`config.mk`:
```
export PLATFORM = sky130hd
export DESIGN_NAME = pc_sequencer
export DESIGN_NICKNAME = d
export VERILOG_FILES = /design/src/pcseq_pkg.sv /design/src/pc_sequencer.sv /design/src/phase_gen.sv
export SDC_FILE = /design/constraint.sdc
export NUM_CORES = 1
export LEC_CHECK = 0
export ABC_AREA = 0
export BUFFER_PORTS_ARGS = -buffer_cell sky130_fd_sc_hd__clkbuf_2
export CORE_MARGIN = 3
export CORE_UTILIZATION = 37
export CTS_CLUSTER_SIZE = 25
export DETAILED_ROUTE_END_ITERATION = 16
export GPL_TIMING_DRIVEN = 0
export PLACE_DENSITY = 0.64
export SLEW_MARGIN = 20
export SYNTH_ARGS = -nofsm -noshare
export SYNTH_HDL_FRONTEND = slang
export SYNTH_SLANG_ARGS = --single-unit
```
`constraint.sdc`:
```
create_clock -name clk_sys -period 2 [get_ports clk_sys]
set_clock_uncertainty 0.15 [all_clocks]
set_input_delay 0.2 -clock clk_sys [delete_from_list [all_inputs] [get_ports clk_sys]]
set_output_delay 0.2 -clock clk_sys [all_outputs]
set_load 0.02 [all_outputs]
```
`src/pcseq_pkg.sv`:
```
// Package of constants and types for the program counter sequencer.
// Functional notes
// - Four non-overlapping phases from system clock; instruction cycle is four clocks.
// - Fetch one instruction while the previous one executes; one per cycle.
// - Any counter-altering instruction takes two cycles using a dummy cycle.
// - Counter advances by one after each instruction fetch.
// - True skip discards prefetched instruction and runs a dummy cycle.
// - Low counter byte readable and writable; write keeps upper bits.
// - Counter loads target on jump, low write, call, reset, interrupt, return; skip advances by one.
// - Program memory is 4096 words of 15 bits, fetched or table read.
// - Fixed entry locations exist for reset and each interrupt source.
// - Reset clears the counter so execution starts at zero.
// - Accepted external interrupt loads the external entry address.
// - Accepted timer overflows load first or second timer entry address.
// - Accepted converter interrupt loads the converter entry address.
package pcseq_pkg;
  localparam int unsigned PC_W    = 12;
  localparam int unsigned WORD_W  = 15;
  localparam int unsigned LOW_W   = 8;
  localparam int unsigned PHASE_N = 4;
  localparam logic [11:0] VEC_RESET = 12'h000;
  localparam logic [11:0] VEC_EXT   = 12'h004;
  localparam logic [11:0] VEC_TMR0  = 12'h008;
  localparam logic [11:0] VEC_TMR1  = 12'h00c;
  localparam logic [11:0] VEC_ADC   = 12'h010;
  localparam logic [11:0] PC_ONE    = 12'h001;

  typedef enum logic [3:0] {
    PH_1 = 4'h1,
    PH_2 = 4'h2,
    PH_3 = 4'h4,
    PH_4 = 4'h8
  } phase_e;

  // Interrupt vector requests, highest priority first, from the arbiter.
  typedef struct packed {
    logic ext;
    logic tmr0;
    logic tmr1;
    logic adc;
  } vec_req_s;

  // Flow command from the execute stage, valid at end of a cycle.
  typedef struct packed {
    logic            jump;
    logic            call;
    logic            ret;
    logic            skip;
    logic            low_wr;
    logic [11:0]     target;
    logic [7:0]      low_data;
  } flow_cmd_s;
endpackage

```
`src/pc_sequencer.sv`:
```
// Program counter sequencer with two-stage fetch and execute pipeline.
module pc_sequencer
  import pcseq_pkg::*;
(
  // Clock and reset
  input  wire logic              clk_sys,
  input  wire logic              sys_rst,
  // Program memory
  output logic [PC_W-1:0]        rom_addr,
  input  wire logic [WORD_W-1:0] rom_data,
  // Table lookup
  input  wire logic              tbl_rd,
  input  wire logic [PC_W-1:0]   table_pointer,
  output logic [WORD_W-1:0]      tbl_data,
  output logic                   tbl_valid,
  // Execute stage
  output logic [WORD_W-1:0]      exec_instr,
  output logic                   exec_valid,
  output logic [PC_W-1:0]        exec_pc,
  input  wire flow_cmd_s         flow,
  output logic [LOW_W-1:0]       pc_low_byte,
  output logic [PC_W-1:0]        ret_addr,
  // Stack and interrupts
  input  wire logic [PC_W-1:0]   stack_top,
  input  wire vec_req_s          vec_req,
  output logic                   vec_ack,
  // Phase
  output phase_e                 phase,
  output logic                   cyc_end
);
  logic [PC_W-1:0]   pc_q;
  logic [PC_W-1:0]   pc_d;
  logic [WORD_W-1:0] ir_q;
  logic [WORD_W-1:0] ir_d;
  logic              iv_q;
  logic              iv_d;
  logic [PC_W-1:0]   ipc_q;
  logic [PC_W-1:0]   ipc_d;
  logic [WORD_W-1:0] tb_q;
  logic [WORD_W-1:0] tb_d;
  logic              tv_q;
  logic              tv_d;
  logic              vack_q;
  logic              vack_d;
  logic              redirect;

  phase_gen u_phase (
    .clk_sys (clk_sys),
    .sys_rst (sys_rst),
    .phase   (phase),
    .cyc_end (cyc_end)
  );

  function automatic logic [PC_W-1:0] pc_inc(input logic [PC_W-1:0] v);
    pc_inc = v + PC_ONE;
  endfunction

  // ---------------------------------------------------------------
  // Fetch address mux
  // ---------------------------------------------------------------
  // Table reads borrow the memory only in phase two; fetch uses phase four.
  assign rom_addr = (phase == PH_2 && tbl_rd) ? table_pointer : pc_q;

  // ---------------------------------------------------------------
  // Counter and pipeline
  // ---------------------------------------------------------------
  always_comb begin
    pc_d     = pc_q;
    ir_d     = ir_q;
    iv_d     = iv_q;
    ipc_d    = ipc_q;
    tb_d     = tb_q;
    tv_d     = 1'b0;
    vack_d   = 1'b0;
    redirect = 1'b0;
    if (phase == PH_2 && tbl_rd) begin
      tb_d = rom_data;
      tv_d = 1'b1;
    end
    if (cyc_end) begin
      ir_d  = rom_data;
      ipc_d = pc_q;
      iv_d  = 1'b1;
      pc_d  = pc_inc(pc_q);
      // Return outranks every other command so a stacked address is kept.
      if (iv_q && flow.ret) begin
        pc_d = stack_top;
        redirect = 1'b1;
      end else if (iv_q && (flow.jump || flow.call)) begin
        pc_d = flow.target;
        redirect = 1'b1;
      end else if (iv_q && flow.low_wr) begin
        pc_d = {pc_q[PC_W-1:LOW_W], flow.low_data};
        redirect = 1'b1;
      end else if (iv_q && flow.skip) begin
        redirect = 1'b1;
      end else if (iv_q && |vec_req) begin
        // The acknowledge lets the arbiter push the return address.
        vack_d = 1'b1;
        redirect = 1'b1;
        if (vec_req.ext) begin
          pc_d = VEC_EXT;
        end else if (vec_req.tmr0) begin
          pc_d = VEC_TMR0;
        end else if (vec_req.tmr1) begin
          pc_d = VEC_TMR1;
        end else begin
          pc_d = VEC_ADC;
        end
      end
      // The prefetched word becomes a dummy cycle after any transfer.
      if (redirect) begin
        iv_d = 1'b0;
      end
    end
  end

  always_ff @(posedge clk_sys or posedge sys_rst) begin
    if (sys_rst) begin
      pc_q   <= VEC_RESET;
      ir_q   <= '0;
      iv_q   <= 1'b0;
      ipc_q  <= VEC_RESET;
      tb_q   <= '0;
      tv_q   <= 1'b0;
      vack_q <= 1'b0;
    end else begin
      pc_q   <= pc_d;
      ir_q   <= ir_d;
      iv_q   <= iv_d;
      ipc_q  <= ipc_d;
      tb_q   <= tb_d;
      tv_q   <= tv_d;
      vack_q <= vack_d;
    end
  end

  assign exec_instr  = ir_q;
  assign exec_valid  = iv_q;
  assign exec_pc     = ipc_q;
  assign pc_low_byte = pc_q[LOW_W-1:0];
  assign ret_addr    = pc_q;
  assign tbl_data    = tb_q;
  assign tbl_valid   = tv_q;
  assign vec_ack     = vack_q;

  // ---------------------------------------------------------------
  // Checks
  // ---------------------------------------------------------------
  a_pc_increment: assert property (@(posedge clk_sys) disable iff (sys_rst)
    cyc_end && !(iv_q && (flow.ret || flow.jump || flow.call || flow.low_wr
      || flow.skip || |vec_req)) |=> pc_q == $past(pc_q) + PC_ONE)
    else $error("Counter did not advance by one.");
  a_pc_hold: assert property (@(posedge clk_sys) disable iff (sys_rst)
    !cyc_end |=> pc_q == $past(pc_q))
    else $error("Counter changed mid cycle.");
  a_skip_dummy: assert property (@(posedge clk_sys) disable iff (sys_rst)
    cyc_end && iv_q && flow.skip |=> !iv_q ##4 iv_q)
    else $error("Skip did not insert one dummy cycle.");
  a_jump_target: assert property (@(posedge clk_sys) disable iff (sys_rst)
    cyc_end && iv_q && !flow.ret && (flow.jump || flow.call)
      |=> pc_q == $past(flow.target) && !iv_q)
    else $error("Jump target not loaded.");
  a_ret_target: assert property (@(posedge clk_sys) disable iff (sys_rst)
    cyc_end && iv_q && flow.ret |=> pc_q == $past(stack_top))
    else $error("Return address not loaded.");
  a_low_write: assert property (@(posedge clk_sys) disable iff (sys_rst)
    cyc_end && iv_q && flow.low_wr && !flow.ret && !flow.jump && !flow.call
      |=> pc_q == {$past(pc_q[PC_W-1:LOW_W]), $past(flow.low_data)})
    else $error("Low byte write wrong.");
  a_ext_vector: assert property (@(posedge clk_sys) disable iff (sys_rst)
    vack_q && $past(vec_req.ext) |-> pc_q == VEC_EXT)
    else $error("External vector wrong.");
  a_adc_vector: assert property (@(posedge clk_sys) disable iff (sys_rst)
    vack_q && $past(vec_req) == 4'h1 |-> pc_q == VEC_ADC)
    else $error("Converter vector wrong.");
  a_fetch_pc: assert property (@(posedge clk_sys) disable iff (sys_rst)
    cyc_end |=> exec_pc == $past(pc_q) && iv_q == !$past(redirect))
    else $error("Fetch pipeline mismatch.");
  a_ret_dummy: assert property (@(posedge clk_sys) disable iff (sys_rst)
    cyc_end && iv_q && flow.ret |=> !iv_q)
    else $error("Return did not insert a dummy cycle.");
  a_skip_target: assert property (@(posedge clk_sys) disable iff (sys_rst)
    cyc_end && iv_q && flow.skip && !(flow.ret || flow.jump || flow.call
      || flow.low_wr)
      |=> pc_q == $past(exec_pc) + PC_ONE + PC_ONE)
    else $error("Skip did not land two words on.");

  // ---------------------------------------------------------------
  // Vector and table checks
  // ---------------------------------------------------------------
  a_tmr0_vector: assert property (@(posedge clk_sys) disable iff (sys_rst)
    vack_q && $past(vec_req) == 4'h4 |-> pc_q == VEC_TMR0)
    else $error("First timer vector wrong.");
  a_tmr1_vector: assert property (@(posedge clk_sys) disable iff (sys_rst)
    vack_q && $past(vec_req) == 4'h2 |-> pc_q == VEC_TMR1)
    else $error("Second timer vector wrong.");
  a_vec_dummy: assert property (@(posedge clk_sys) disable iff (sys_rst)
    vack_q |-> !iv_q)
    else $error("Vector entry did not insert a dummy cycle.");
  a_vack_pulse: assert property (@(posedge clk_sys) disable iff (sys_rst)
    vack_q |=> !vack_q)
    else $error("Vector acknowledge longer than one cycle.");
  a_tbl_addr: assert property (@(posedge clk_sys) disable iff (sys_rst)
    phase == PH_2 && tbl_rd |-> rom_addr == table_pointer)
    else $error("Table read did not address the table pointer.");
  a_tbl_data: assert property (@(posedge clk_sys) disable iff (sys_rst)
    phase == PH_2 && tbl_rd
      |=> tbl_valid && tbl_data == $past(rom_data))
    else $error("Table word not returned.");

  // ---------------------------------------------------------------
  // Coverage
  // ---------------------------------------------------------------
  c_skip: cover property (@(posedge clk_sys) cyc_end && iv_q && flow.skip);
  c_ret:  cover property (@(posedge clk_sys) cyc_end && iv_q && flow.ret);
  c_jump: cover property (@(posedge clk_sys) cyc_end && iv_q && flow.jump);
  c_vec:  cover property (@(posedge clk_sys) vack_q);
  c_tbl:  cover property (@(posedge clk_sys) tv_q);
endmodule

```
`src/phase_gen.sv`:
```
// Four-phase generator dividing the system clock into instruction cycles.
module phase_gen
  import pcseq_pkg::*;
(
  // Clock and reset
  input  wire logic clk_sys,
  input  wire logic sys_rst,
  // Phases
  output phase_e    phase,
  output logic      cyc_end
);
  phase_e phase_q;
  phase_e phase_d;

  always_comb begin
    unique case (phase_q)
      PH_1: phase_d = PH_2;
      PH_2: phase_d = PH_3;
      PH_3: phase_d = PH_4;
      PH_4: phase_d = PH_1;
      default: phase_d = PH_1;
    endcase
  end

  always_ff @(posedge clk_sys or posedge sys_rst) begin
    if (sys_rst) begin
      phase_q <= PH_1;
    end else begin
      phase_q <= phase_d;
    end
  end

  assign phase   = phase_q;
  assign cyc_end = (phase_q == PH_4);

  a_phase_onehot: assert property (@(posedge clk_sys) disable iff (sys_rst)
    $onehot(phase_q))
    else $error("Phase is not one-hot.");
  a_phase_period: assert property (@(posedge clk_sys) disable iff (sys_rst)
    phase_q == PH_1 |-> ##4 phase_q == PH_1)
    else $error("Instruction cycle is not four clocks.");
endmodule

```
==> impl_results.md, run 1 <==
- Outcome: finished with violations
- Failing checks: setup timing
- Pre-CTS setup slack: -0.170 ns
- Worst VDD drop: approximately 450 uV
- Total global-route track usage: 0.198
- Die area: 9960 um^2
- Cells after synthesis: 334
- Number of synthesized register bits: between 60 and 70
- Reg2reg path depth: 7
- Drt pass-1 iters: 4
- Worst-case hold path end point: ret_addr[9]
- Layout cells sized above 1: 0.501
- Top FF cell, synth: dfrtp_1
- Post-synth top area cell: dfrtp_1
- Number of I/O port buffers: approximately 150
- RR Endpoint: ret_addr[11]
- Drt via density: between 5 and 6
- Number of placed instances, taps included: approximately 590
- Seq/Total Area, Yosys: 0.469
- Worst-path clk slew: roughly 0.07 ns
- WL per Instance: between 15 and 20 um
- Worst Path Arrival: roughly 1.9 ns
- Share of synthesized registers carrying an async set or reset: 1.00
- Max-cap violations: 0
- Slew @ Worst Pin: around 0.55 ns
- Post-route minimum period: between 2 and 2.5 ns
- Root buf cell: clkbuf_8
- Die Height: 99.8 um
- DR DRC count: 0
- Slew HR: 0.632
- Final cell count without fillers: between 600 and 700
- Reg-to-reg slack, setup: -0.12 ns
- CP Launch Type: register
- Fin. Hold Viols: 0
- Mean post-synth cell area: approximately 10 um^2
- Area share of the largest cell type after synthesis: 0.461
- Synth unique cells: 63
- Clock latency on the worst-skew pair: about 0.33 ns
- Hold Crit Start: stack_top[9]
- Post-route ant nets: 0
- Worst setup margin: -0.196 ns
- First DRT Iteration DRCs: 112
- YS warnings: 0
- Initial Util: 0.388
- Synth top area cells: dfrtp_1 (46%), nand2_1 (9.9%), mux2_2 (8.7%)
- R2r startpoint: u_phase.phase[2]
- P&R area growth vs syn: 53.8%
- Total Routed Length: ~10000 um
- Layout fillers: 728
- Gpl congestion: around 0.85
- CP Capture Type: primary output
- H-tree Lvls: 3
- Max Freq: between 400 and 500 MHz
- Clock Path Buffers: 2
- PwrDens: a little under 700 nW/um^2
- Total congestion overflow: 0
- Share of the clock period used by the worst path: 1.10
- Leakage: around 2.5 nW
- Syn nets: 406
- Clock sink total: 61
- First-pass GRT wire length: roughly 15000 um
- Worst Hold Path Cells: 3
- ANT cells: 0
- CORE AREA: 8380 um^2
- Final setup fails: 32
- Post-synth EDFFs: 0
- Required time of the critical path: 1.65 ns
- Util after Layout: 0.597
- IO Count: approximately 150
- Hold Crit Class: input port to register
- Chip width: between 90 and 100 um
- Total power: around 3.4 mW
- Pin count of the biggest net entering global routing: 36
- Vias post-DR: 3299
- RSZ-0062 raised after global routing: true
- Cell Area, Synth: about 3300 um^2
- DP HPWL: 7330 um
- CTS tree: done
- NumNets Final: ~600
- Vias in the first global route: approximately 3100
- Critical path class: register to primary output
- Initial antenna violation count: 0
- CTS Buf Count: 9
- Slew Limit Fails: 0
- Row count: 33
- Worst-path fanout max: 9
[placed cells by master, fill, tap and decap left out, drive strengths merged, types with 3 or more instances in the layout]
| cell | instances |
|---|---|
| a21oi | 5 |
| a311oi | 4 |
| a31oi | 3 |
| and3 | 3 |
| buf | 52 |
| clkbuf | 156 |
| clkinv | 4 |
| dfrtp | 60 |
| dlygate4sd3 | 17 |
| inv | 8 |
| mux2 | 25 |
| nand2 | 87 |
| nand3 | 6 |
| nand4 | 3 |
| nor2 | 9 |
| nor4 | 3 |
| nor4b | 3 |
| o21a | 12 |
| o21ai | 19 |
| o31ai | 5 |
| or2 | 4 |
[worst max-delay path by stage]
stage                                start                to  slack (ns)  depth (start not counted)
after floorplan           u_phase.phase[0]       rom_addr[7]        0.02                          5
after detailed placement  u_phase.phase[3]       rom_addr[5]       -0.17                          5
after global routing      u_phase.phase[2]       rom_addr[4]       -0.29                          5
after global placement             sys_rst  u_phase.phase[3]       -0.66                          2
after CTS                 u_phase.phase[2]       rom_addr[4]       -0.23                          5
final                     u_phase.phase[2]       rom_addr[4]       -0.20                          5
[Yosys cell counts (all sizes together) (5+ instances only)]
library cell,count
a21oi,5
buf,23
clkbuf,6
dfrtp,60
inv,7
mux2,25
nand2,87
nand3,6
nor2,9
o21a,12
o21ai,19
o31ai,5
[flip-flops by register name (all words and copies together), names as in the netlist]
| signal | flops |
|---|---|
| u_phase.phase | 4 |
| exec_pc | 12 |
| tbl_valid | 1 |
| tbl_data | 15 |
| vec_ack | 1 |
| ret_addr | 12 |
| exec_valid | 1 |
| exec_instr | 15 |
[layout make-up]
class	count	area, um^2	share of cell area
Buffer	27	235	0.0470
Clock buffer	9	124	0.0248
Clock inverter	7	98.8	0.0198
Inverter	8	45.0	0.00900
Multi-Input combinational cell	236	1630	0.325
Sequential cell	61	1530	0.306
Tap cell	105	131	0.0263
Timing Repair Buffer	189	1210	0.242
[worst max-delay path, cell delays in order, from the launching register on]
cell	delay [ns]
dfrtp_2	0.44
nor4b_4	0.36
nand2_4	0.12
buf_8	0.17
mux2_2	0.27
buf_2	0.16
[routing by layer]
metal,up-vias,GRT usage,wire [um]
met5,-,0,0
met4,0,0.0809,255
met3,24,0.0417,778
met2,143,0.320,4940
met1,1555,0.260,4380
li1,1577,-,-
[where the power goes]
part / switching, mW / internal [mW] / leakage [nW]
logic: 0.414 / 0.306 / 1.63
registers: 0.0958 / 1.33 / 0.712
clock network: 0.512 / 0.708 / 0.110
total: 1.02 / 2.35 / 2.45
[stage by stage]
stage / hold slack [ns] / cell area, um^2 / setup TNS, ns
4_1_cts: 0.0139 / 4670 / -4.25
2_1_floorplan: 0.155 / 3250 / 0
3_3_place_gp: 0.258 / 4130 / -40.95
6_report: 0.0230 / 5000 / -2.84
3_5_place_dp: 0.0482 / 4150 / -1.35
5_1_grt: 0.0325 / 5000 / -5.66
[timing repair]
action | 4_1_cts | 5_1_grt
resized for setup | 21 | 52
pin swaps | 2 | 7
setup endpoints to repair | 20 | 54
hold endpoints to repair | 57 | 0
setup buffers | 8 | 11
cloned | 0 | 4
hold buffers | 17 | 0
[logic make-up (layout without fill, tap and decap cells)]
family                     after synthesis  count (layout)  share of synthesized area
xor gates and xnor gates                 2               2                    0.00538
muxes                                   25              25                     0.0865
buffers and inverters                   37             240                     0.0638
AOI/OAI and AO/OA                       79              79                      0.186
adders and majority gates                1               1                    0.00384
DFF                                     61              61                      0.469
and+or+nand+nor                        129             129                      0.185
No activity file was read; power rests on OpenSTA's default activity.
==> run 2, diff against run 1 <==
--- a/config.mk
+++ b/config.mk
@@ -18,2 +18,3 @@
 export SYNTH_HDL_FRONTEND = slang
+export SYNTH_HIERARCHICAL = 1
 export SYNTH_SLANG_ARGS = --single-unit
--- a/constraint.sdc
+++ b/constraint.sdc
@@ -4,2 +4,2 @@
 set_output_delay 0.2 -clock clk_sys [all_outputs]
-set_load 0.02 [all_outputs]
+set_load 0.005 [all_outputs]
==> impl_results.md, run 2 <==
- Post-synth EDFFs: 0 (unchanged)
- ANT cells: 0 (unchanged)
- Layout fillers: 766 (was 728)
- Share of the clock period used by the worst path: 1.06 (was 1.10)
- Syn nets: 374 (was 406)
- Total global-route track usage: 0.211 (was 0.198)
- Die area: 9970 um^2 (was 9960 um^2)
- Design area: 4800 um^2 (was 5000 um^2)
- P&R area growth vs syn: 47.3% (was 53.8%)
- Max-cap violations: 0 (unchanged)
- Layout cells sized above 1: 0.547 (was 0.501)
- DP HPWL: 7360 um (was 7330 um)
- Worst-case hold path end point: ret_addr[0] (was ret_addr[9])
- Worst Hold Path Cells: 3 (unchanged)
- Die Height: 99.9 um (was 99.8 um)
- Final setup fails: 15 (was 32)
- RR Endpoint: ret_addr[10] (was ret_addr[11])
- Synth unique cells: 56 (was 63)
- Cell Area, Synth: 3260 um^2 (was 3250 um^2)
- Total Routed Length: 10400 um (about the same)
- Clock latency on the worst-skew pair: 0.33 ns (about the same)
- Worst VDD drop: 527 uV (was 450 uV)
- Cells after synthesis: 302 (was 334)
- CP Launch Type: register (unchanged)
- Reg2reg path depth: 7 (unchanged)
- Clock Path Buffers: 2 (unchanged)
- Post-route ant nets: 0 (unchanged)
- Final cell count without fillers: 610 (was 642)
- Hold Crit Start: stack_top[0] (was stack_top[9])
- PwrDens: 679 nW/um^2 (was 673 nW/um^2)
- Synth top area cells: dfrtp_1 (46%), mux2_2 (17%), o21ai_0 (3.8%) (was dfrtp_1 (46%), nand2_1 (9.9%), mux2_2 (8.7%))
- Area share of the largest cell type after synthesis: 0.461 (about the same)
- Critical path class: register to primary output (unchanged)
- RSZ-0062 raised after global routing: true (unchanged)
- Most common cell after layout, fill and taps aside: clkbuf_2 (unchanged)
- Failing checks: setup timing (unchanged)
- Worst setup margin: -0.129 ns (was -0.196 ns)
- Chip width: 99.9 um (was 99.8 um)
- CTS tree: done (unchanged)
- Slew Limit Fails: 0 (unchanged)
- Row count: 33 (unchanged)
- R2r startpoint: u_phase/phase[2] (was u_phase.phase[2])
- Reg-to-reg slack, setup: -0.07 ns (was -0.12 ns)
- Outcome: finished with violations (unchanged)
- Pin count of the biggest net entering global routing: 58 (was 36)
- Number of placed instances, taps included: 559 (was 588)
- First DRT Iteration DRCs: 113 (was 112)
- Root buf cell: clkbuf_8 (unchanged)
- YS warnings: 6 (was 0)
- Number of I/O port buffers: 152 (was 148)
- Mean post-synth cell area: 10.8 um^2 (was 9.74 um^2)
- Placed inst area: 4180 um^2 (was 4150 um^2)
- Leakage: 2.26 nW (was 2.45 nW)
- CORE AREA: 8380 um^2 (unchanged)
- Drt pass-1 iters: 4 (unchanged)
- WL per Instance: 17.0 um (was 16.1 um)
- Pre-CTS setup slack: -0.233 ns (was -0.170 ns)
- CP Capture Type: primary output (unchanged)
- Worst-path clk slew: 0.07 ns (about the same)
- Commonest cells after routing, fill and taps aside: clkbuf_2 (154), dfrtp_1 (57), mux2_2 (41) (was clkbuf_2 (139), nand2_1 (83), dfrtp_1 (57))
- H-tree Lvls: 3 (unchanged)
- Number of synthesized register bits: 61 (unchanged)
- Required time of the critical path: 1.65 ns (about the same)
- Vias post-DR: 3171 (was 3299)
- Top post-synthesis cells by count: dfrtp_1 (60), mux2_2 (49), o21ai_0 (25) (was nand2_1 (86), dfrtp_1 (60), mux2_2 (25))
- Seq/Total Area, Yosys: 0.469 (about the same)
- Drt via density: 5.20 (was 5.14)
- Top FF cell, synth: dfrtp_1 (unchanged)
- DR DRC count: 0 (unchanged)
- Slew @ Worst Pin: 0.712 ns (was 0.547 ns)
- Count leader, synth: dfrtp_1 (was nand2_1)
- IO Count: 153 (unchanged)
- Initial antenna violation count: 0 (unchanged)
- Total congestion overflow: 0 (unchanged)
- CTS Buf Count: 9 (unchanged)
- Vias in the first global route: 3250 (was 3094)
- Slew HR: 0.525 (was 0.632)
- Post-route minimum period: 2.13 ns (was 2.20 ns)
- Worst Path Arrival: 1.78 ns (was 1.85 ns)
- NumNets Final: 572 (was 604)
- Gpl congestion: 0.914 (was 0.847)
- Worst-path fanout max: 5 (was 9)
- Max Freq: 470 MHz (was 455 MHz)
- Fin. Hold Viols: 0 (unchanged)
- Share of synthesized registers carrying an async set or reset: 1.00 (unchanged)
- Post-synth top area cell: dfrtp_1 (unchanged)
- First-pass GRT wire length: 16500 um (was 15500 um)
- Hold Crit Class: input port to register (unchanged)
- Initial Util: 0.389 (was 0.388)
- Clock sink total: 61 (unchanged)
## run 2: changes by cell type after synthesis, sizes merged, moves of 5 or more
cell / before / now
o21ai: 19 / 25
mux2: 25 / 50
o21a: 12 / 3
nand3: 6 / 14
o22ai: 1 / 6
nand2: 87 / 18
a31oi: 3 / 8
o211ai: 1 / 6
## run 2: how the worst max path moves through the flow
stage | startpoint | endpoint | slack (ns) | cells past startpoint
finish | u_phase/phase[2] | rom_addr[6] | -0.13 | 5
global route | u_phase/phase[2] | rom_addr[6] | -0.20 | 5
CTS | u_phase/phase[2] | rom_addr[3] | -0.17 | 5
detailed placement | u_phase/phase[2] | ret_addr[5] | -0.23 | 6
global placement | sys_rst | vec_ack | -0.52 | 2
floorplan | u_phase/phase[2] | ret_addr[11] | 0.03 | 6
## run 2: through the flow
| step | utilization | setup TNS, ns | power, mW | hold slack, ns |
|---|---|---|---|---|
| after floorplan | - | 0 | 1.79 | -0.185 |
| after global placement | 0.499 | -35.77 | 2.13 | -0.0758 |
| after detailed placement | 0.499 | -6.84 | 2.14 | -0.0418 |
| after CTS | 0.568 | -1.69 | 3.29 | 0.00356 |
| after global routing | 0.573 | -2.24 | 3.45 | 0.0286 |
| final | 0.573 | -1.07 | 3.26 | 0.0207 |
## run 2: kinds of logic after synthesis
logic type / share of synthesized area
DFF: 0.469
muxes: 0.173
xor gates and xnor gates: 0.0108
and+or+nand+nor: 0.116
adders and majority gates: 0.00384
buffers and inverters: 0.0587
AOI/OAI and AO/OA: 0.169
## run 2: layer usage
layer / routed length, um / share of wire / up-vias / GRT usage
li1: - / - / 1516 / -
met1: 4300 / 0.41 / 1528 / 0.278
met2: 5230 / 0.50 / 118 / 0.355
met3: 720 / 0.069 / 9 / 0.0479
met4: 125 / 0.012 / 0 / 0.0504
met5: 0 / 0 / - / 0
## run 2: cell type report
type,instances,area [um^2],share of cell area
flip-flops and latches,61,1530,0.319
well taps,105,131,0.0274
clock inverters,4,47.5,0.00990
repair buffers,189,1110,0.232
clock buffers,12,145,0.0302
inverters,9,38.8,0.00808
multi-input cells,202,1610,0.335
plain buffers,28,183,0.0381
## run 2: power by group
part / switching (mW) / internal, mW
clock network: 0.486 / 0.607
registers: 0.110 / 1.34
logic: 0.323 / 0.394
## run 2: worst max-delay path, stage by stage, from the launching register on
cell	delay, ns
dfrtp_2	0.42
nor2_2	0.12
and4b_4	0.32
buf_8	0.16
mux2_4	0.31
clkbuf_2	0.13
## run 2: timing repair
item	in CTS	in global routing
endpoints found under the hold margin	96	0
buffers inserted	13	2
resized for setup	22	11
gates cloned	1	0
pin swaps	2	4
setup endpoints to repair	48	18
hold buffers	21	0
==> run 3, diff against run 2 <==
Settings changed: CORE_UTILIZATION 37 to 47, PLACE_DENSITY 0.64 to 0.79.
==> impl_results.md, run 3 (synthesis gave the netlist of run 2 again) <==
- First-pass GRT wire length: 15700 um (was 16500 um)
- Initial antenna violation count: 0 (unchanged)
- Fin. Hold Viols: 0 (unchanged)
- Most common cell after layout, fill and taps aside: clkbuf_2 (unchanged)
- RSZ-0062 raised after global routing: true (unchanged)
- Reg-to-reg slack, setup: 0 ns (was -0.07 ns)
- Slew Limit Fails: 0 (unchanged)
- Sw Ratio: 0.280 (was 0.282)
- Leakage: 2.25 nW (was 2.26 nW)
- Total global-route track usage: 0.260 (was 0.211)
- Hold Crit Start: stack_top[8] (was stack_top[0])
- IO Count: 153 (unchanged)
- Reg2reg path depth: 6 (was 7)
- DR DRC count: 0 (unchanged)
- Post-route ant nets: 0 (unchanged)
- P&R area growth vs syn: 45.2% (was 47.3%)
- Combinational share of power: 0.216 (was 0.220)
- Cell-internal power: 2.36 mW (was 2.34 mW)
- Gpl congestion: 0.898 (was 0.914)
- Final cell count without fillers: 582 (was 610)
- Slew HR: 0.529 (was 0.525)
- Slew @ Worst Pin: 0.707 ns (was 0.712 ns)
- Initial Util: 0.499 (was 0.389)
- Worst VDD drop: 598 uV (was 527 uV)
- Critical Path Sink: rom_addr[8] (was rom_addr[6])
- CTS tree: done (unchanged)
- Worst-path cell chain: and4b_2, buf_8, mux2_2, clkbuf_2 (was nor2_2, and4b_4, buf_8, mux2_4, clkbuf_2)
- WL per Instance: 17.9 um (was 17.0 um)
- First DRT Iteration DRCs: 89 (was 113)
- R2r startpoint: u_phase/phase[1] (was u_phase/phase[2])
- CP Launch Type: register (unchanged)
- Share of the clock period used by the worst path: 1.05 (was 1.06)
- Worst setup margin: -0.109 ns (was -0.129 ns)
- RR Endpoint: ret_addr[11] (was ret_addr[10])
- Outcome: finished with violations (unchanged)
- Pin count of the biggest net entering global routing: 58 (unchanged)
- CORE AREA: 6530 um^2 (was 8380 um^2)
- Vias in the first global route: 3256 (was 3250)
- Levels on crit path: 4 (was 5)
- Drt pass-1 iters: 4 (unchanged)
- Root buf cell: clkbuf_8 (unchanged)
- NumNets Final: 572 (unchanged)
- CTS Buf Count: 9 (unchanged)
- Max Freq: 474 MHz (was 470 MHz)
- Psw: 0.917 mW (was 0.918 mW)
- Worst Path Arrival: 1.76 ns (was 1.78 ns)
- DP HPWL: 7260 um (was 7360 um)
- Top delay family on crit path: flip-flops (was simple AND/OR/NAND/NOR gates)
- Post-route minimum period: 2.11 ns (was 2.13 ns)
- CP Buf/Inv Count: 2 (unchanged)
- Number of placed instances, taps included: 531 (was 559)
- Clock sink total: 61 (unchanged)
- Die area: 7970 um^2 (was 9970 um^2)
- Clock power share: 0.341 (was 0.335)
- Critical path class: register to primary output (unchanged)
- Total Routed Length: 10400 um (about the same)
- Total power: 3.28 mW (was 3.26 mW)
- Number of I/O port buffers: 152 (unchanged)
- Max-cap violations: 0 (unchanged)
- ANT cells: 0 (unchanged)
- PwrDens: 693 nW/um^2 (was 679 nW/um^2)
- Chip width: 89.3 um (was 99.9 um)
- Clock latency on the worst-skew pair: 0.33 ns (about the same)
- Required time of the critical path: 1.65 ns (about the same)
- Slowest-stage cell, CP: dfstp_2 (was dfrtp_2)
- WHS: 0.0115 ns (was 0.0207 ns)
- CP max stage delay: 0.60 ns (was 0.42 ns)
- Row count: 29 (was 33)
- Vias post-DR: 3297 (was 3171)
- Drt via density: 5.66 (was 5.20)
- Sequential power share: 0.443 (was 0.445)
- H-tree Lvls: 3 (unchanged)
- Hold Crit Class: input port to register (unchanged)
- Failing checks: setup timing (unchanged)
- Worst-path fanout max: 9 (was 5)
- Commonest cells after routing, fill and taps aside: clkbuf_2 (153), dfrtp_1 (58), mux2_2 (49) (was clkbuf_2 (154), dfrtp_1 (57), mux2_2 (41))
- Total congestion overflow: 0 (unchanged)
- Die Height: 89.3 um (was 99.9 um)
- Worst-path clk slew: 0.07 ns (about the same)
- Clock Path Buffers: 2 (unchanged)
- CP Capture Type: primary output (unchanged)
- Layout cells sized above 1: 0.554 (was 0.547)
- Final setup fails: 9 (was 15)
- CP Launch Point: u_phase/phase[0] (was u_phase/phase[2])
## run 3: cell count changes in the layout (fill, tap and decap cells not counted), sizes merged
| cell | previous run | this run |
|---|---|---|
| dlygate4sd3 | 21 | 19 |
| buf | 37 | 38 |
| clkbuf | 171 | 172 |
## run 3: stage by stage
stage                      util  setup WS (ns)  area [um^2]  TNS [ns]
after floorplan               -         0.0253         3290         0
after global placement    0.635         -0.475         4150    -31.83
after detailed placement  0.635         -0.225         4150     -6.20
after CTS                 0.717         -0.121         4680    -0.894
after global routing      0.725         -0.158         4730     -1.37
final                     0.725         -0.109         4730    -0.803
## run 3: repair_timing
action / in CTS / in global routing
pin swaps: 1 / 0
setup buffers: 15 / 4
hold endpoints to repair: 94 / 0
endpoints found under the setup margin: 48 / 41
hold buffers: 19 / 0
gates resized for setup: 17 / 11
## run 3: area by class of cell
class | instances | area, um^2
buffer | 27 | 184
clock buffer | 12 | 155
clock inverter | 4 | 47.5
fill | 496 | 1800
inverter | 9 | 36.3
multi-input combinational | 202 | 1590
sequential | 61 | 1530
tap | 77 | 96.3
timing repair buffer | 190 | 1090
## run 3: how the worst min path moves through the flow
| stage | to | slack, ns | cells past startpoint |
|---|---|---|---|
| global route | ret_addr[8] | 0.03 | 2 |
| detailed placement | u_phase/phase[3] | -0.04 | 2 |
| floorplan | u_phase/phase[1] | -0.18 | 1 |
| finish | ret_addr[8] | 0.01 | 2 |
| CTS | ret_addr[8] | 0.001 | 2 |
| global placement | u_phase/phase[3] | -0.07 | 2 |
## run 3: per-layer routing
layer	GRT usage	vias up	part of all wire	wire, um
met3	0.0581	18	0.069	716
li1	-	1520	-	-
met2	0.464	153	0.52	5360
met4	0.0934	0	0.018	187
met1	0.306	1606	0.40	4130
met5	0	-	0	0
## run 3: power by group through the flow
stage          combinational [mW]  sequential [mW]  clock [mW]
2_1_floorplan               0.339             1.45           0
3_3_place_gp                0.654             1.46           0
3_5_place_dp                0.667             1.47           0
4_1_cts                     0.702             1.45        1.14
5_1_grt                     0.778             1.47        1.18
6_report                    0.707             1.45        1.12
